$ cat config.mk
export PLATFORM = sky130hd
export DESIGN_NAME = wsp_watchdog
export DESIGN_NICKNAME = d
export VERILOG_FILES = /design/src/wsp_pkg.sv /design/src/wsp_watchdog.sv /design/src/wsp_tick_sync.sv
export SDC_FILE = /design/constraint.sdc
export NUM_CORES = 1
export LEC_CHECK = 0
export BUFFER_PORTS_ARGS = -buffer_cell sky130_fd_sc_hd__buf_2
export CORE_MARGIN = 1.5
export CORE_UTILIZATION = 35
export DETAILED_ROUTE_END_ITERATION = 10
export GPL_TIMING_DRIVEN = 0
export HOLD_SLACK_MARGIN = 0.05
export PLACE_DENSITY_LB_ADDON = 0.2
export SLEW_MARGIN = 40
export SYNTH_ARGS = -nofsm -noshare
export SYNTH_HDL_FRONTEND = slang
export SYNTH_SLANG_ARGS = --single-unit
$ cat constraint.sdc
create_clock -name clk_sys -period 5.86 [get_ports clk_sys]
set_input_delay 0.879 -clock clk_sys [delete_from_list [all_inputs] [get_ports clk_sys]]
set_output_delay 0.879 -clock clk_sys [all_outputs]
set_load 0.1 [all_outputs]
$ cat src/wsp_pkg.sv
// Package of constants and carrier types for the watchdog standby pause block.
// Overview of operation
// - Counter freezes during STOP whichever clock drives it.
// - CPU and counter on X1: stay frozen after STOP until settling ends.
// - CPU on X1, counter on ring oscillator: resume right after STOP release.
// - CPU on ring, counter on X1: resume at settle end or CPU switch to X1.
// - Both on ring oscillator: resume immediately after STOP release.
// - Resuming keeps the count reached before the pause.
// - Counter freezes during HALT for every clock combination if the ring oscillator can stop, then continues.
// - If ring oscillator cannot stop, counting continues through STOP.
// - Writing the restart key clears the count and restarts counting.
// - Counter overflow asserts the internal reset, also after standby resume.
package wsp_pkg;
	localparam logic [7:0] WSP_RESTART_KEY = 8'hac;
	localparam logic [7:0] WSP_RESTART_READ = 8'h9a;
	localparam logic [2:0] WSP_CYCLE_RESET = 3'h7;
	localparam int WSP_CNT_W = 21;
	localparam int WSP_RING_BASE_EXP = 11;
	localparam int WSP_X1_BASE_EXP = 13;

	// Clock source encoding shared by the CPU clock and the counter clock.
	typedef enum logic {WSP_SRC_RING, WSP_SRC_X1} wsp_src_t;

	// Standby and clock status delivered by the clock controller.
	typedef struct packed {
		logic stop_active;
		logic halt_active;
		logic settle_done;
		wsp_src_t cpu_src;
	} wsp_clk_stat_t;
endpackage

$ cat src/wsp_watchdog.sv
// Watchdog counter that pauses and resumes around the STOP and HALT standby states.
module wsp_watchdog
	import wsp_pkg::*;
#(
	parameter int CNT_W = WSP_CNT_W
)
(
	input wire logic clk_sys,
	input wire logic rst_n,
	input wire logic ring_osc_clock,
	input wire logic x1_clock,
	input wire wsp_clk_stat_t clk_stat,
	input wire logic ring_stoppable,
	input wire logic wdt_src_sel,
	input wire logic wdt_stop,
	input wire logic [2:0] wdt_cycle_sel,
	input wire logic wdt_mode_reg_wr,
	input wire logic wdt_restart_key_reg_wr,
	input wire logic [7:0] wdt_restart_key_wdata,
	output logic [7:0] wdt_restart_key_reg,
	output logic [CNT_W-1:0] wdt_count,
	output logic wdt_counting,
	output logic wdt_overflow_rst
);
	// Count ticks from each source, resynchronised onto the system clock.
	logic ring_tick;
	logic x1_tick;

	wsp_tick_sync u_ring_sync (
		.clk_sys(clk_sys),
		.rst_n(rst_n),
		.tick_async(ring_osc_clock),
		.tick_pulse(ring_tick)
	);

	wsp_tick_sync u_x1_sync (
		.clk_sys(clk_sys),
		.rst_n(rst_n),
		.tick_async(x1_clock),
		.tick_pulse(x1_tick)
	);

	// Resume states after standby; the CPU source is latched at STOP entry.
	typedef enum logic [1:0] {WSP_RUN, WSP_STOPPED, WSP_WAIT_SETTLE, WSP_WAIT_EITHER} wsp_state_t;
	wsp_state_t state;
	wsp_state_t next_state;

	logic [CNT_W-1:0] count;
	logic [CNT_W-1:0] next_count;
	wsp_src_t src;
	wsp_src_t cpu_at_stop;
	logic [2:0] cycle;
	logic mode_written;
	logic rst_pulse;

	// A ring oscillator that cannot be stopped forces the ring source and no stop.
	wire wsp_src_t eff_src = ring_stoppable ? wsp_src_t'(wdt_src_sel) : WSP_SRC_RING;
	// Without a stoppable ring oscillator the count always runs on ring ticks.
	wire wsp_src_t cnt_src = ring_stoppable ? src : WSP_SRC_RING;
	wire stop_cfg = ring_stoppable & wdt_stop;
	wire stop_pause = clk_stat.stop_active & ring_stoppable;
	wire halt_pause = clk_stat.halt_active & ring_stoppable;
	wire cpu_x1 = (clk_stat.cpu_src == WSP_SRC_X1);
	wire run_ok = (state == WSP_RUN) & ~stop_pause & ~halt_pause & ~stop_cfg;
	wire tick = (cnt_src == WSP_SRC_X1) ? x1_tick : ring_tick;
	wire [4:0] ovf_exp = 5'(cycle) + ((cnt_src == WSP_SRC_X1) ? 5'(WSP_X1_BASE_EXP)
		: 5'(WSP_RING_BASE_EXP));
	wire [CNT_W-1:0] ovf_limit = (CNT_W'(1) << ovf_exp) - CNT_W'(1);
	wire key_ok = (wdt_restart_key_wdata == WSP_RESTART_KEY);
	wire restart = wdt_restart_key_reg_wr & key_ok;
	wire bad_access = ~stop_cfg & ((wdt_restart_key_reg_wr & ~key_ok)
		| (wdt_mode_reg_wr & mode_written));
	wire overflow = run_ok & tick & (count >= ovf_limit);

	// Resume decision per clock pair at STOP release.
	always_comb
	begin
		next_state = state;
		case (state)
			WSP_RUN:
				if (stop_pause)
					next_state = WSP_STOPPED;
			WSP_STOPPED:
				if (!stop_pause)
				begin
					if (src == WSP_SRC_RING)
						next_state = WSP_RUN;
					else if (cpu_at_stop == WSP_SRC_X1)
						next_state = WSP_WAIT_SETTLE;
					else
						next_state = WSP_WAIT_EITHER;
				end
			WSP_WAIT_SETTLE:
				if (clk_stat.settle_done)
					next_state = WSP_RUN;
			WSP_WAIT_EITHER:
				if (clk_stat.settle_done || cpu_x1)
					next_state = WSP_RUN;
			default:
				next_state = WSP_RUN;
		endcase
		if (stop_pause)
			next_state = WSP_STOPPED;
	end

	// Restart and mode writes clear; pauses hold the count rather than zeroing it.
	always_comb
	begin
		next_count = count;
		if (restart || wdt_mode_reg_wr || overflow)
			next_count = '0;
		else if (run_ok && tick)
			next_count = count + CNT_W'(1);
	end

	// Mode writes take the source and cycle; a pause keeps the previous source.
	always_ff @(posedge clk_sys or negedge rst_n)
	begin
		if (!rst_n)
		begin
			src <= WSP_SRC_RING;
			cycle <= WSP_CYCLE_RESET;
			mode_written <= 1'b0;
		end
		else if (wdt_mode_reg_wr)
		begin
			src <= eff_src;
			cycle <= wdt_cycle_sel;
			mode_written <= 1'b1;
		end
	end

	// Counter, resume state and the CPU source captured on STOP entry.
	always_ff @(posedge clk_sys or negedge rst_n)
	begin
		if (!rst_n)
		begin
			count <= '0;
			state <= WSP_RUN;
			cpu_at_stop <= WSP_SRC_RING;
			rst_pulse <= 1'b0;
		end
		else
		begin
			count <= next_count;
			state <= next_state;
			if (stop_pause && state != WSP_STOPPED)
				cpu_at_stop <= clk_stat.cpu_src;
			rst_pulse <= overflow | bad_access;
		end
	end

	// The restart register always reads back its fixed pattern, not the key.
	assign wdt_restart_key_reg = WSP_RESTART_READ;
	assign wdt_count = count;
	assign wdt_counting = run_ok;
	assign wdt_overflow_rst = rst_pulse;
endmodule // wsp_watchdog

$ cat src/wsp_tick_sync.sv
// Two-stage synchroniser with a rising-edge pulse for one count tick input.
module wsp_tick_sync
	import wsp_pkg::*;
(
	input wire logic clk_sys,
	input wire logic rst_n,
	input wire logic tick_async,
	output logic tick_pulse
);
	logic meta;
	logic sync;
	logic sync_d;

	// Only the second stage feeds the edge detector, the first is never looked at.
	always_ff @(posedge clk_sys or negedge rst_n)
	begin
		if (!rst_n)
		begin
			meta <= 1'b0;
			sync <= 1'b0;
			sync_d <= 1'b0;
		end
		else
		begin
			meta <= tick_async;
			sync <= meta;
			sync_d <= sync;
		end
	end

	assign tick_pulse = sync & ~sync_d;
endmodule // wsp_tick_sync

# After elaboration in Yosys (flattened, before gate mapping)
# Cells that the tools add are included.
totals:
  reg_bits: 36
  inputBits: 24
  output_inout_bits: 31
  word_cells: 68
op_classes:
  add_sub_neg: 3
  order_cmp: 1
  eq_ne: 8
  n_shift: 1
  muxes: 12
  bitwise_logic: 22
  n_reduce_logical: 8
ops:
  columns: ["op", "n"]
  rows:
  - ["2-to-1 mux 21 bit", 2]
  - ["adder 21 x 1 -> 21 bit, second input constant", 1]
  - [">= comparator 21 bit", 1]
  - ["left shift 1 x 5 -> 21 bit, first input constant", 1]
  - ["subtractor 21 x 2 -> 21 bit, second input constant", 1]
  - ["AND 1 bit", 14]
  - ["equality test 8 bit, second input constant", 1]
  - ["2-to-1 mux 2 bit", 4]
  - ["!= test 3 bit, second input constant", 2]
  - ["inverter 1 bit", 6]
  - ["case mux 2 bit (3 select lines)", 1]
  - ["adder 3 x 4 -> 5 bit", 1]
  - ["equality test 2 bit, second input constant", 2]
  - ["2-to-1 mux 1 bit", 4]
  - ["logical OR 1 bit", 3]
  - ["2-to-1 mux 3 bit", 1]
  - ["AND reduction 3 bit", 1]
  - ["equality test 2 x 1 -> 1 bit, second input constant", 1]
  - ["logical AND 1 bit", 2]
  - ["logical NOT 2 bit", 1]
  - ["!= test 2 x 1 -> 1 bit, second input constant", 1]
  - ["!= test 2 bit, second input constant", 1]
  - ["bitwise OR 1 bit", 2]
  - ["nonzero test 2 bit", 1]

# Depth between registers and ports, before layout
# Gate-level depths: netlist (run 1).
depth:
  word_depth: 9
  mapped_depth: 22

# Cells and area by module
# From an unflattened synthesis (run 1), not the netlist that was laid out.
hier_totals:
  cells_unflattened: 341
  hier_area_um2: 2922.8
modules_own_cells:
  columns: ["mod", "instances", "cells_per_inst", "area_per_inst_um2", "seq_area_each_um2"]
  rows:
  - ["wsp_watchdog", 1, 333, 2745.1, 754.5]
  - ["wsp_tick_sync", 2, 4, 88.8, 75.1]

# Worst setup path after synthesis (run 1)
# Ideal clock, no wire load.
synth_timing:
  kind: "input -> register"
  from: "in ring_stoppable"
  to: "reg count[2] (netlist: wdt_count[2])"
  setup_time_ps: 70
  arrival_ps: 5293
  required_time_ps: 5790
  slack_ps: 497
  stages: 21
  path_buffers: 3
  cell_sequence: "nand2_1 ha_1 a21o_1 fa_1 clkbuf_1 nor3_1 nand2_1 ha_1 clkbuf_1 nor3b_1 o21ai_0 a21oi_1 a21oi_1 ha_1 a21oi_1 o21ai_0 a221oi_1 o211ai_1 nor3_1 clkbuf_1 a22o_1"
synth_between:
  elab_chain_len: 9
  elab_cells_between_ends: 22
  classes_between: "add/sub (2); order compare (1); shift (1); mux (4); bitwise (11); reduce/logical (3)"
synth_lines:
  columns: ["element", "line", "source"]
  rows:
  - ["start, declared", "wsp_watchdog.sv:13", "input wire logic ring_stoppable,"]
  - ["2-to-1 mux 1 bit / AND 1 bit (equally long branches)", "wsp_watchdog.sv:59, wsp_watchdog.sv:61", null]
  - ["2-to-1 mux 3 bit / inverter 1 bit (equally long branches)", "wsp_watchdog.sv:66, wsp_watchdog.sv:64", null]
  - ["adder 3 x 4 -> 5 bit / AND 1 bit (equally long branches)", "wsp_watchdog.sv:66, wsp_watchdog.sv:64", null]
  - ["left shift 1 x 5 -> 21 bit / AND 1 bit (equally long branches)", "wsp_watchdog.sv:68, wsp_watchdog.sv:64", null]
  - ["subtractor 21 x 2 -> 21 bit / AND 1 bit (equally long branches)", "wsp_watchdog.sv:68, wsp_watchdog.sv:64", null]
  - [">= comparator 21 bit / AND 1 bit (equally long branches)", "wsp_watchdog.sv:73", "wire overflow = run_ok & tick & (count >= ovf_limit);"]
  - ["AND 1 bit", "wsp_watchdog.sv:73", null]
  - ["logical OR 1 bit", "wsp_watchdog.sv:110", "if (restart || wdt_mode_reg_wr || overflow)"]
  - ["2-to-1 mux 21 bit / nonzero test 2 bit (equally long branches)", null, null]
  - ["end signal, assigned", "wsp_watchdog.sv:145", "count <= next_count;"]
  - ["end, declared", "wsp_watchdog.sv:48", "logic [CNT_W-1:0] count;"]
# Parallel ways exist; a longest one is shown, timed or not.
# A chain may end at the register's enable or synchronous reset.

# Final worst setup path (run 1)
layout_timing:
  from: "in ring_stoppable"
  to: "reg count[18] (netlist: wdt_count[18])"
# Same word-level chain as after synthesis.

==> results_dict.tcl, run 1 <==
set metrics [dict create \
    outcome "finished, final reports clean" \
    grt_overflow_total 0 \
    dieHeight_um 95.3 \
    tightest_slew_ps 730 \
    crit_path_frequent_cell "ha_1" \
    hpwlAfterDp_um 6170 \
    synth_commonest_cells "38 x nand2_1, 33 x dfrtp_1, 25 x a21oi_1, 25 x ha_1, 24 x nor2_1" \
    start_util_pct 36.3 \
    vias 2909 \
    totalWireLength_um 8070 \
    hold_path_end "u_x1_sync.sync" \
    antenna_found_initial 0 \
    final_antenna_net_count 0 \
    max-cap-violations 0 \
    grt_max_degree 37 \
    syn_area_um2 2980 \
    relSlewSlack_pct 51.1 \
    rows 33 \
    synthCells 350 \
    tns_ps 0 \
    cts_max_level 2 \
    setup_viol 0 \
    worstRegToRegCells 21 \
    r2r-start "src" \
    finalCritPeriodShare_pct 94.7 \
    avgSynthCellArea_um2 8.52 \
    path_clk_slew_ps 80 \
    vdd_ir_drop_max_uv 116 \
    ys_seq_area_share_pct 30.3 \
    core_um2 8220 \
    port_buffers 45 \
    cellPowerDensity_nw_per_um2 211 \
    p_total_uw 740 \
    setup_ws_ps 313 \
    finalNonFillerCells 514 \
    fin_skew_ps 6.78 \
    path_depth 22 \
    numCtsBuffers 5 \
    power.leakage_uw 0.00168 \
    slew_violations 0 \
    path_delay_family "compound AO/OA/AOI/OAI gates" \
    async_flop_share_pct 100 \
    hold_class "reg2reg" \
    rsz0062_at_grt "false" \
    grt_use_total_pct 19.0 \
    cp.required_ps 6100 \
    synth_top_area_share_pct 27.7 \
    fin_nets 458 \
    synth_ff_type "dfrtp_1" \
    synth.largest_area_cell "dfrtp_1" \
    cts-root-buf "clkbuf_8" \
    drc_errors 0 \
    reg2reg_slack_ps 620 \
    synth_edf_count 0 \
    crit_arrival_ps 5780 \
    crit_path_start_kind "input port" \
    wl_per_cell_um 15.7 \
    die_area_um2 9080 \
    critPathMaxFanout 10 \
    dieWidth_um 95.3 \
    antenna_cells 0 \
    dp_slack_ps -760 \
    grt_pass1_vias 2674 \
    routabilityCongestion 0.896 \
    reg2reg_to "wdt_count[18]" \
    slowest_stage "fa_1" \
    drt_iter0_markers 172 \
    ys_top_cells_by_area "dfrtp_1 28%, ha_1 10%, nand2_1 4.8%" \
    clk_latency_ps 290 \
    drive_gt1_share_pct 22.7 \
    ctsHoldBuffers 0 \
    clock_path_buffers 2 \
    synth-seq-cells 36 \
    crit_chain "buf_2, nand2_1, ha_1, a21o_1, fa_1, nor3_4, nand2_1, ha_1, nor2_1, mux2i_1, nor2_1, a21oi_1, o22a_1, ha_1, nand4_1, nor4_4, a221oi_1, o211ai_1, buf_4, buf_6, a2111oi_0, a21o_1" \
    min-delay-start "u_x1_sync.meta" \
    hold_viol 0 \
    max_clock_freq_mhz 180 \
    post-route-min-period_ps 5550 \
    clock_sinks 36 \
    drt_first_pass_iters 5 \
    crit_path_max_incr_delay_ps 580 \
    end_kind "flop" \
    critPathBufInv 3 \
    synth.most_common_cell "nand2_1" \
    worstSetupPathType "in2reg" \
    ios 55 \
    ys_warn_count 0 \
    grt_pass1_wl_um 13200 \
    synth_cell_types 57 \
    placed_cells_incl_taps 506 \
    hold_depth 0 \
    tritoncts "yes" \
    syn_to_final_growth_pct 17.4 \
    viasPerCell 5.66 \
]
-- kinds of logic after synthesis --
family,count (synthesis),share of synthesized area (%)
other cells,2,0.252
xor+xnor,3,0.881
compound gates,97,23.0
mux,8,2.90
simple gates,141,24.4
flops,36,30.3
fa+ha+maj,27,11.5
buf+inv,36,6.71
-- worst reg2reg max path, stage by stage (launching register included) --
cell and delay [ps]:
dfrtp_1 430, nand2_1 100, ha_1 320, a21o_1 210, fa_1 580, nor3_4 310
nand2_1 140, ha_1 330, nor2_1 200, mux2i_1 100, nor2_1 90, a21oi_1 50
o22a_1 220, ha_1 290, nand4_1 200, nor4_4 90, a221oi_1 280, o211ai_1 280
buf_4 250, buf_6 150, a2111oi_0 440, a21o_1 130
-- area by class of cell --
type	count	area, um^2
Fill cell	842	4720
Buffer	27	171
Clock buffer	5	68.8
Inverter	7	26.3
Sequential cell	36	905
Clock inverter	3	18.8
Tap cell	105	131
Multi-Input combinational cell	284	1940
Timing Repair Buffer	47	243
-- layout by cell type (no fill, tap or decap), types with 3 or more instances in the layout --
cell type and count:
buf_2 45, nand2_1 38, dfrtp_1 33, a21oi_1 25, ha_1 25, nor2_1 24
o21ai_0 15, nor3_1 13, nand3_1 13, buf_4 12, o41ai_1 10, clkbuf_1 9
nor2b_1 9, a22o_1 9, a21o_1 8, conb_1 8, inv_1 7, nor4_1 6
or3_1 6, mux2_2 5, clkbuf_8 5, clkbuf_2 4, a32oi_1 4, and2_1 4
nand4_1 4, buf_6 4, xor2_1 3, mux2i_1 3, a211o_1 3, o211ai_1 3
and4_1 3, or4_1 3, dfstp_2 3
-- worst max-delay path by stage --
stage	start	to	slack [ps]
3_5_place_dp	ring_stoppable	wdt_count[10]	-760
5_1_grt	ring_stoppable	wdt_count[6]	90
2_1_floorplan	ring_stoppable	wdt_count[2]	500
6_report	ring_stoppable	wdt_count[18]	310
3_3_place_gp	ring_stoppable	wdt_count[10]	-680
4_1_cts	ring_stoppable	wdt_count[5]	60
-- metrics by stage --
step / hold slack (ps) / area, um^2 / utilization (%)
finish: 352 / 3500 / 42.6
global route: 370 / 3500 / 42.6
CTS: 353 / 3470 / 42.2
detailed placement: 335 / 3360 / 40.9
global placement: 334 / 3360 / 40.9
floorplan: 331 / 3000 / -
-- routing by layer --
layer	GRT usage [%]	vias to the layer above	share of wire [%]
met5	0	-	0
met4	5.60	0	1.6
met3	2.31	10	4.8
met2	32.3	105	49
met1	25.0	1371	45
li1	-	1423	-
-- power by group --
group | total (uW) | internal (uW) | switching [uW]
sequential | 268 | 259 | 8.32
combinational | 295 | 94.1 | 201
clock | 177 | 82.8 | 94.4
-- state kept, by name (all words and copies together) (netlist names) --
register / count
wdt_count: 21
mode_written: 1
wdt_overflow_rst: 1
u_x1_sync.sync: 1
cycle: 3
u_ring_sync.sync_d: 1
src: 1
u_ring_sync.sync: 1
u_x1_sync.sync_d: 1
u_ring_sync.meta: 1
state: 2
u_x1_sync.meta: 1
cpu_at_stop: 1
-- repair_timing --
| item | 4_1_cts | 5_1_grt |
|---|---|---|
| setup endpoints to repair | 21 | 22 |
| gates resized for setup | 3 | 10 |
| buffers inserted | 1 | 1 |
| pin swaps | 1 | 2 |
Note: power is estimated with default switching activity, not from simulation.
==> run 2, diff against run 1 <==
--- a/config.mk
+++ b/config.mk
@@ -13,5 +13,5 @@
 export HOLD_SLACK_MARGIN = 0.05
 export PLACE_DENSITY_LB_ADDON = 0.2
-export SLEW_MARGIN = 40
+export SLEW_MARGIN = 0
 export SYNTH_ARGS = -nofsm -noshare
 export SYNTH_HDL_FRONTEND = slang
==> constraint.sdc (replaced) <==
create_clock -name clk_sys -period 5.86 [get_ports clk_sys]
set_input_delay 1.465 -clock clk_sys [delete_from_list [all_inputs] [get_ports clk_sys]]
set_output_delay 1.465 -clock clk_sys [all_outputs]
set_load 0.1 [all_outputs]
==> results_dict.tcl, run 2 (same netlist as run 1, synthesis figures left out) <==
set metrics [dict create \
    outcome "finished, final reports clean" \
    hold_depth 0 \
    grt_overflow_total 0 \
    largest_reg_flops 21 \
    cp.required_ps 6100 \
    crit_chain "buf_2, nand2_1, ha_1, a21o_1, fa_2, nor3_4, nand2_2, ha_4, nor3b_4, o21ai_0, a21oi_1, a21oi_1, ha_1, a21oi_1, o21ai_0, a221oi_1, o211ai_1, buf_4, buf_4, o41ai_1, a22o_1" \
    reg2reg_slack_ps 1120 \
    hpwlAfterDp_um 6230 \
    numCtsBuffers 5 \
    clk_latency_ps 300 \
    worstSetupPathType "in2reg" \
    clock_path_buffers 2 \
    grt_pass1_wl_um 13800 \
    syn_to_final_growth_pct 22.7 \
    cts-root-buf "clkbuf_8" \
    tritoncts "yes" \
    layout_common_cells "46 x buf_2, 36 x nand2_1, 33 x dfrtp_1, 24 x a21oi_1, 24 x ha_1" \
    worstRegToRegCells 20 \
    setup_viol 0 \
    drt_first_pass_iters 4 \
    path_clk_slew_ps 80 \
    crit_path_start_kind "input port" \
    vdd_ir_drop_max_uv 97.0 \
    cellPowerDensity_nw_per_um2 211 \
    max_clock_freq_mhz 178 \
    utilization_pct 44.5 \
    hold_viol 0 \
    drt_iter0_markers 181 \
    hold_class "reg2reg" \
    max-cap-violations 0 \
    vias 2922 \
    critPathMaxFanout 9 \
    post-route-min-period_ps 5620 \
    reg2reg_to "wdt_count[16]" \
    grt_max_degree 37 \
    drive_gt1_share_pct 28.0 \
    cp-startpoint "ring_stoppable" \
    fin_skew_ps 7.40 \
    r2r-start "src" \
    layout_commonest_cell "buf_2" \
    endpoint "wdt_count[16]" \
    drc_errors 0 \
    fin_nets 467 \
    final_antenna_net_count 0 \
    end_kind "flop" \
    dieWidth_um 95.3 \
    rows 33 \
    clock_sinks 36 \
    cts_max_level 2 \
    dr.max_layer_used "met4" \
    start_util_pct 36.3 \
    antenna_found_initial 0 \
    crit_path_max_incr_delay_ps 530 \
    tightest_slew_ps 819 \
    power.leakage_uw 0.00177 \
    antenna_cells 0 \
    finalNonFillerCells 523 \
    slew_violations 0 \
    routabilityCongestion 0.878 \
    crit_arrival_ps 5860 \
    viasPerCell 5.59 \
    placed_cells_incl_taps 506 \
    port_buffers 45 \
    slowest_stage "fa_2" \
    finalCritPeriodShare_pct 96.0 \
    totalWireLength_um 8450 \
    core_um2 8220 \
    wl_met3_um 329 \
    die_area_um2 9080 \
    relSlewSlack_pct 45.4 \
    wl_per_cell_um 16.2 \
    met1_length_um 3800 \
    grt_use_total_pct 19.4 \
    dieHeight_um 95.3 \
    grt_pass1_vias 2826 \
    crit_path_frequent_cell "a21oi_1" \
    dr_wl_met2_um 4220 \
    ios 55 \
]
==> run 2: cell count changes in the layout (fill, tap and decap cells not counted), sizes merged <==
cell    change
clkbuf      -2
buf        +11
==> run 2: how the worst min path moves through the flow <==
stage	startpoint	to	slack (ps)
global placement	u_x1_sync.meta	u_x1_sync.sync	330
global route	u_x1_sync.meta	u_x1_sync.sync	370
floorplan	u_ring_sync.meta	u_ring_sync.sync	330
CTS	u_ring_sync.meta	u_ring_sync.sync	360
detailed placement	u_ring_sync.meta	u_ring_sync.sync	350
finish	u_ring_sync.meta	u_ring_sync.sync	360
==> run 2: per-layer routing <==
metal / global-route usage [%] / vias to the layer above
met3: 2.47 / 10
met1: 25.9 / 1399
met2: 33.2 / 79
met5: 0 / -
li1: - / 1434
met4: 4.85 / 0
==> run 2: report_power, final <==
group	internal (uW)	switching, uW	total, uW
Clock	82.9	97.8	181
Combinational	114	210	324
Sequential	259	8.35	268
==> run 2: area by class of cell <==
type / instances / area (um^2)
well taps: 105 / 131
multi-input cells: 284 / 2020
clock buffers: 5 / 68.8
plain buffers: 26 / 174
fillers: 827 / 4560
flip-flops and latches: 36 / 905
repair buffers: 57 / 315
clock inverters: 3 / 18.8
inverters: 7 / 26.3
==> run 2: per-stage QoR <==
step / TNS, ps / hold slack [ps] / worst slack, ps / power, uW / area [um^2]
3_5_place_dp: -21650 / 345 / -1200 / 552 / 3370
3_3_place_gp: -20300 / 332 / -1090 / 548 / 3370
5_1_grt: -17.2 / 375 / -13.0 / 819 / 3660
2_1_floorplan: 0 / 331 / 23.5 / 485 / 3010
4_1_cts: 0 / 364 / 34.3 / 750 / 3530
6_report: 0 / 363 / 236 / 772 / 3660
==> run 2: what timing repair did <==
| action | CTS | global route |
|---|---|---|
| buffers inserted | 4 | 8 |
| pin swaps | 2 | 7 |
| hold buffers | 0 | 0 |
| gates resized for setup | 13 | 19 |
| setup endpoints to repair | 22 | 22 |
==> run 2: critical path: cells and delay by family <==
kind	cells	cell delay [ps]
adder cells (fa/ha/maj)	4	1380
buffers and inverters	3	490
AND/OR/NAND/NOR	4	630
AO/OA/AOI/OAI	10	1880
==> run 3, diff against run 2 <==
Settings changed: CORE_MARGIN 1.5 to 4, SETUP_SLACK_MARGIN from default to 0.2, SYNTH_HIERARCHICAL from default to 1.
==> results_dict.tcl, run 3 <==
set metrics [dict create \
    largest_reg_flops 21 \
    grt_pass1_wl_um 13200 \
    synth.largest_area_cell "dfrtp_1" \
    cellPowerDensity_nw_per_um2 262 \
    rsz0062_at_grt "true" \
    cp.required_ps 6040 \
    post-route-min-period_ps 5500 \
    ctsHoldBuffers 0 \
    synth_cell_types 59 \
    syn_to_final_growth_pct 25.6 \
    drive_gt1_share_pct 28.8 \
    ys_seq_area_share_pct 31.0 \
    dp_slack_ps -604 \
    crit_path_frequent_cell "ha_4" \
    grt_pass1_vias 2683 \
    synth.most_common_cell "nand2_1" \
    synth_commonest_cells "38 x nand2_1, 33 x dfrtp_1, 28 x nor2_1" \
    outcome "finished, final reports clean" \
    synth_fa_ha_area_share_pct 11.7 \
    cts-root-buf "clkbuf_8" \
    numCtsBuffers 5 \
    port_buffers 45 \
    critPathBufInv 4 \
    setup_ws_ps 360 \
    synth_simple_gate_area_share_pct 25.4 \
    synth_edf_count 0 \
    layout_commonest_cell "buf_2" \
    fin_nets 462 \
    power.leakage_uw 0.00170 \
    path_clk_slew_ps 70 \
    crit_path_start_kind "input port" \
    hold_viol 0 \
    relSlewSlack_pct 44.4 \
    synth_ff_type "dfrtp_1" \
    synthCells 341 \
    ios 55 \
    antenna_found_initial 0 \
    vias 2798 \
    synth_compound_area_share_pct 21.5 \
    ys_top_cells_by_area "dfrtp_1 28%, ha_1 11%, nand2_1 4.9%" \
    dieHeight_um 99.4 \
    max_clock_freq_mhz 182 \
    end_kind "flop" \
    fin_skew_ps 6.73 \
    hold_class "reg2reg" \
    synth-seq-cells 36 \
    tritoncts "yes" \
    drt_iter0_markers 156 \
    hpwlAfterDp_um 5940 \
    drc_errors 0 \
    routabilityCongestion 0.836 \
    die_area_um2 9880 \
    worstSetupPathType "in2reg" \
    clock_sinks 36 \
    critPathMaxFanout 9 \
    viasPerCell 5.40 \
    drt_first_pass_iters 4 \
    ys_warn_count 6 \
    clk_latency_ps 290 \
    clock_path_buffers 2 \
    antenna_cells 0 \
    slew_violations 0 \
    tightest_slew_ps 834 \
    totalWireLength_um 8040 \
    grt_use_total_pct 16.4 \
    synth_top_area_share_pct 28.3 \
    max-cap-violations 0 \
    crit_path_max_incr_delay_ps 470 \
    core_um2 8180 \
    crit_chain "buf_6, nand2_4, ha_4, a21o_1, fa_1, buf_6, nor3_4, nand2_2, ha_4, buf_8, nor2_4, mux2i_1, nor2_1, a21oi_1, o22a_1, ha_4, nand4_4, nor4_4, o311ai_4, and4_4, buf_8, a31o_1, a22o_1" \
    place_area_um2 3310 \
    grt_max_degree 37 \
    cts_max_level 2 \
    start_util_pct 35.8 \
    crit_arrival_ps 5680 \
    async_flop_share_pct 100 \
    finalCritPeriodShare_pct 93.9 \
    synth_top_family_by_area "simple AND/OR/NAND/NOR gates" \
    path_delay_family "simple AND/OR/NAND/NOR gates" \
    tns_ps 0 \
    synthMuxAreaShare_pct 2.95 \
    wl_per_cell_um 15.5 \
    setup_viol 0 \
    grt_overflow_total 0 \
    final_antenna_net_count 0 \
    vdd_ir_drop_max_uv 141 \
    layout_common_cells "45 x buf_2, 35 x nand2_1, 33 x dfrtp_1, 27 x nor2_1" \
    rows 33 \
    utilization_pct 44.9 \
    synth_xor_area_share_pct 0.899 \
    syn_area_um2 2920 \
    fin_area_um2 3670 \
    dieWidth_um 99.4 \
    avgSynthCellArea_um2 8.57 \
    slowest_stage "fa_1" \
]
## run 3: path summary, 6_finish.rpt
check	startpoint	endpoint	slack, ps	cells past startpoint
setup / recovery	ring_stoppable	wdt_count[7]	360	23
hold / removal	u_ring_sync/meta	u_ring_sync/sync	350	0
setup reg to reg	cycle[1]	wdt_count[7]	1140	21
hold reg to reg	u_ring_sync/meta	u_ring_sync/sync	350	0
max in group asynchronous	rst_n	mode_written	4050	1
min in group asynchronous	rst_n	wdt_count[4]	1270	1
## run 3: worst register-to-register path: cells and delay by family, from the launching register on
kind,cells,cell delay (ps)
AOI/OAI and AO/OA,6,1020
muxes,1,80
adders and majority gates,4,1160
and+or+nand+nor,7,1370
buffers and inverters,3,410
DFF,1,570
## run 3: per-layer routing
layer,track usage [%],up-vias,share of wire [%]
met1,23.4,1328,47
met5,0,-,0
met4,4.83,0,1.5
met2,26.3,66,48
li1,-,1393,-
met3,1.68,11,3.9
## run 3: power breakdown
| group | internal, uW | leakage [uW] | switching (uW) |
|---|---|---|---|
| clock | 93.8 | 0.0000510 | 89.0 |
| combinational | 167 | 0.00118 | 315 |
| sequential | 268 | 0.000463 | 28.0 |
| total | 529 | 0.00170 | 432 |
## run 3: metrics by stage
| step | total power (uW) | std cells | hold WS, ps |
|---|---|---|---|
| 3_5_place_dp | 718 | 497 | 336 |
| 6_report | 961 | 518 | 350 |
| 4_1_cts | 919 | 509 | 354 |
| 3_3_place_gp | 714 | 497 | 334 |
| 2_1_floorplan | 626 | 347 | 331 |
| 5_1_grt | 1020 | 518 | 360 |
## run 3: logic make-up (layout without fill, tap and decap cells)
| logic type | count (synthesis) | after routing |
|---|---|---|
| compound gates | 92 | 92 |
| buf+inv | 35 | 101 |
| other cells | 2 | 8 |
| mux | 8 | 8 |
| xor+xnor | 3 | 3 |
| flops | 36 | 36 |
| fa+ha+maj | 27 | 27 |
| simple gates | 138 | 138 |
## run 3: timing repair
action / in CTS / in global routing
setup buffers: 4 / 8
endpoints found under the hold margin: 0 / 0
endpoints found under the setup margin: 22 / 22
pin swaps: 4 / 14
gates resized for setup: 12 / 26
gates cloned: 0 / 1
## run 3: final cells by class
| type | count | area, um^2 |
|---|---|---|
| Fill cell | 805 | 4500 |
| Tap cell | 105 | 131 |
| Timing Repair Buffer | 58 | 347 |
| Clock inverter | 2 | 10.0 |
| Buffer | 24 | 173 |
| Multi-Input combinational cell | 276 | 1980 |
| Inverter | 11 | 41.3 |
| Sequential cell | 36 | 905 |
| Clock buffer | 6 | 82.6 |
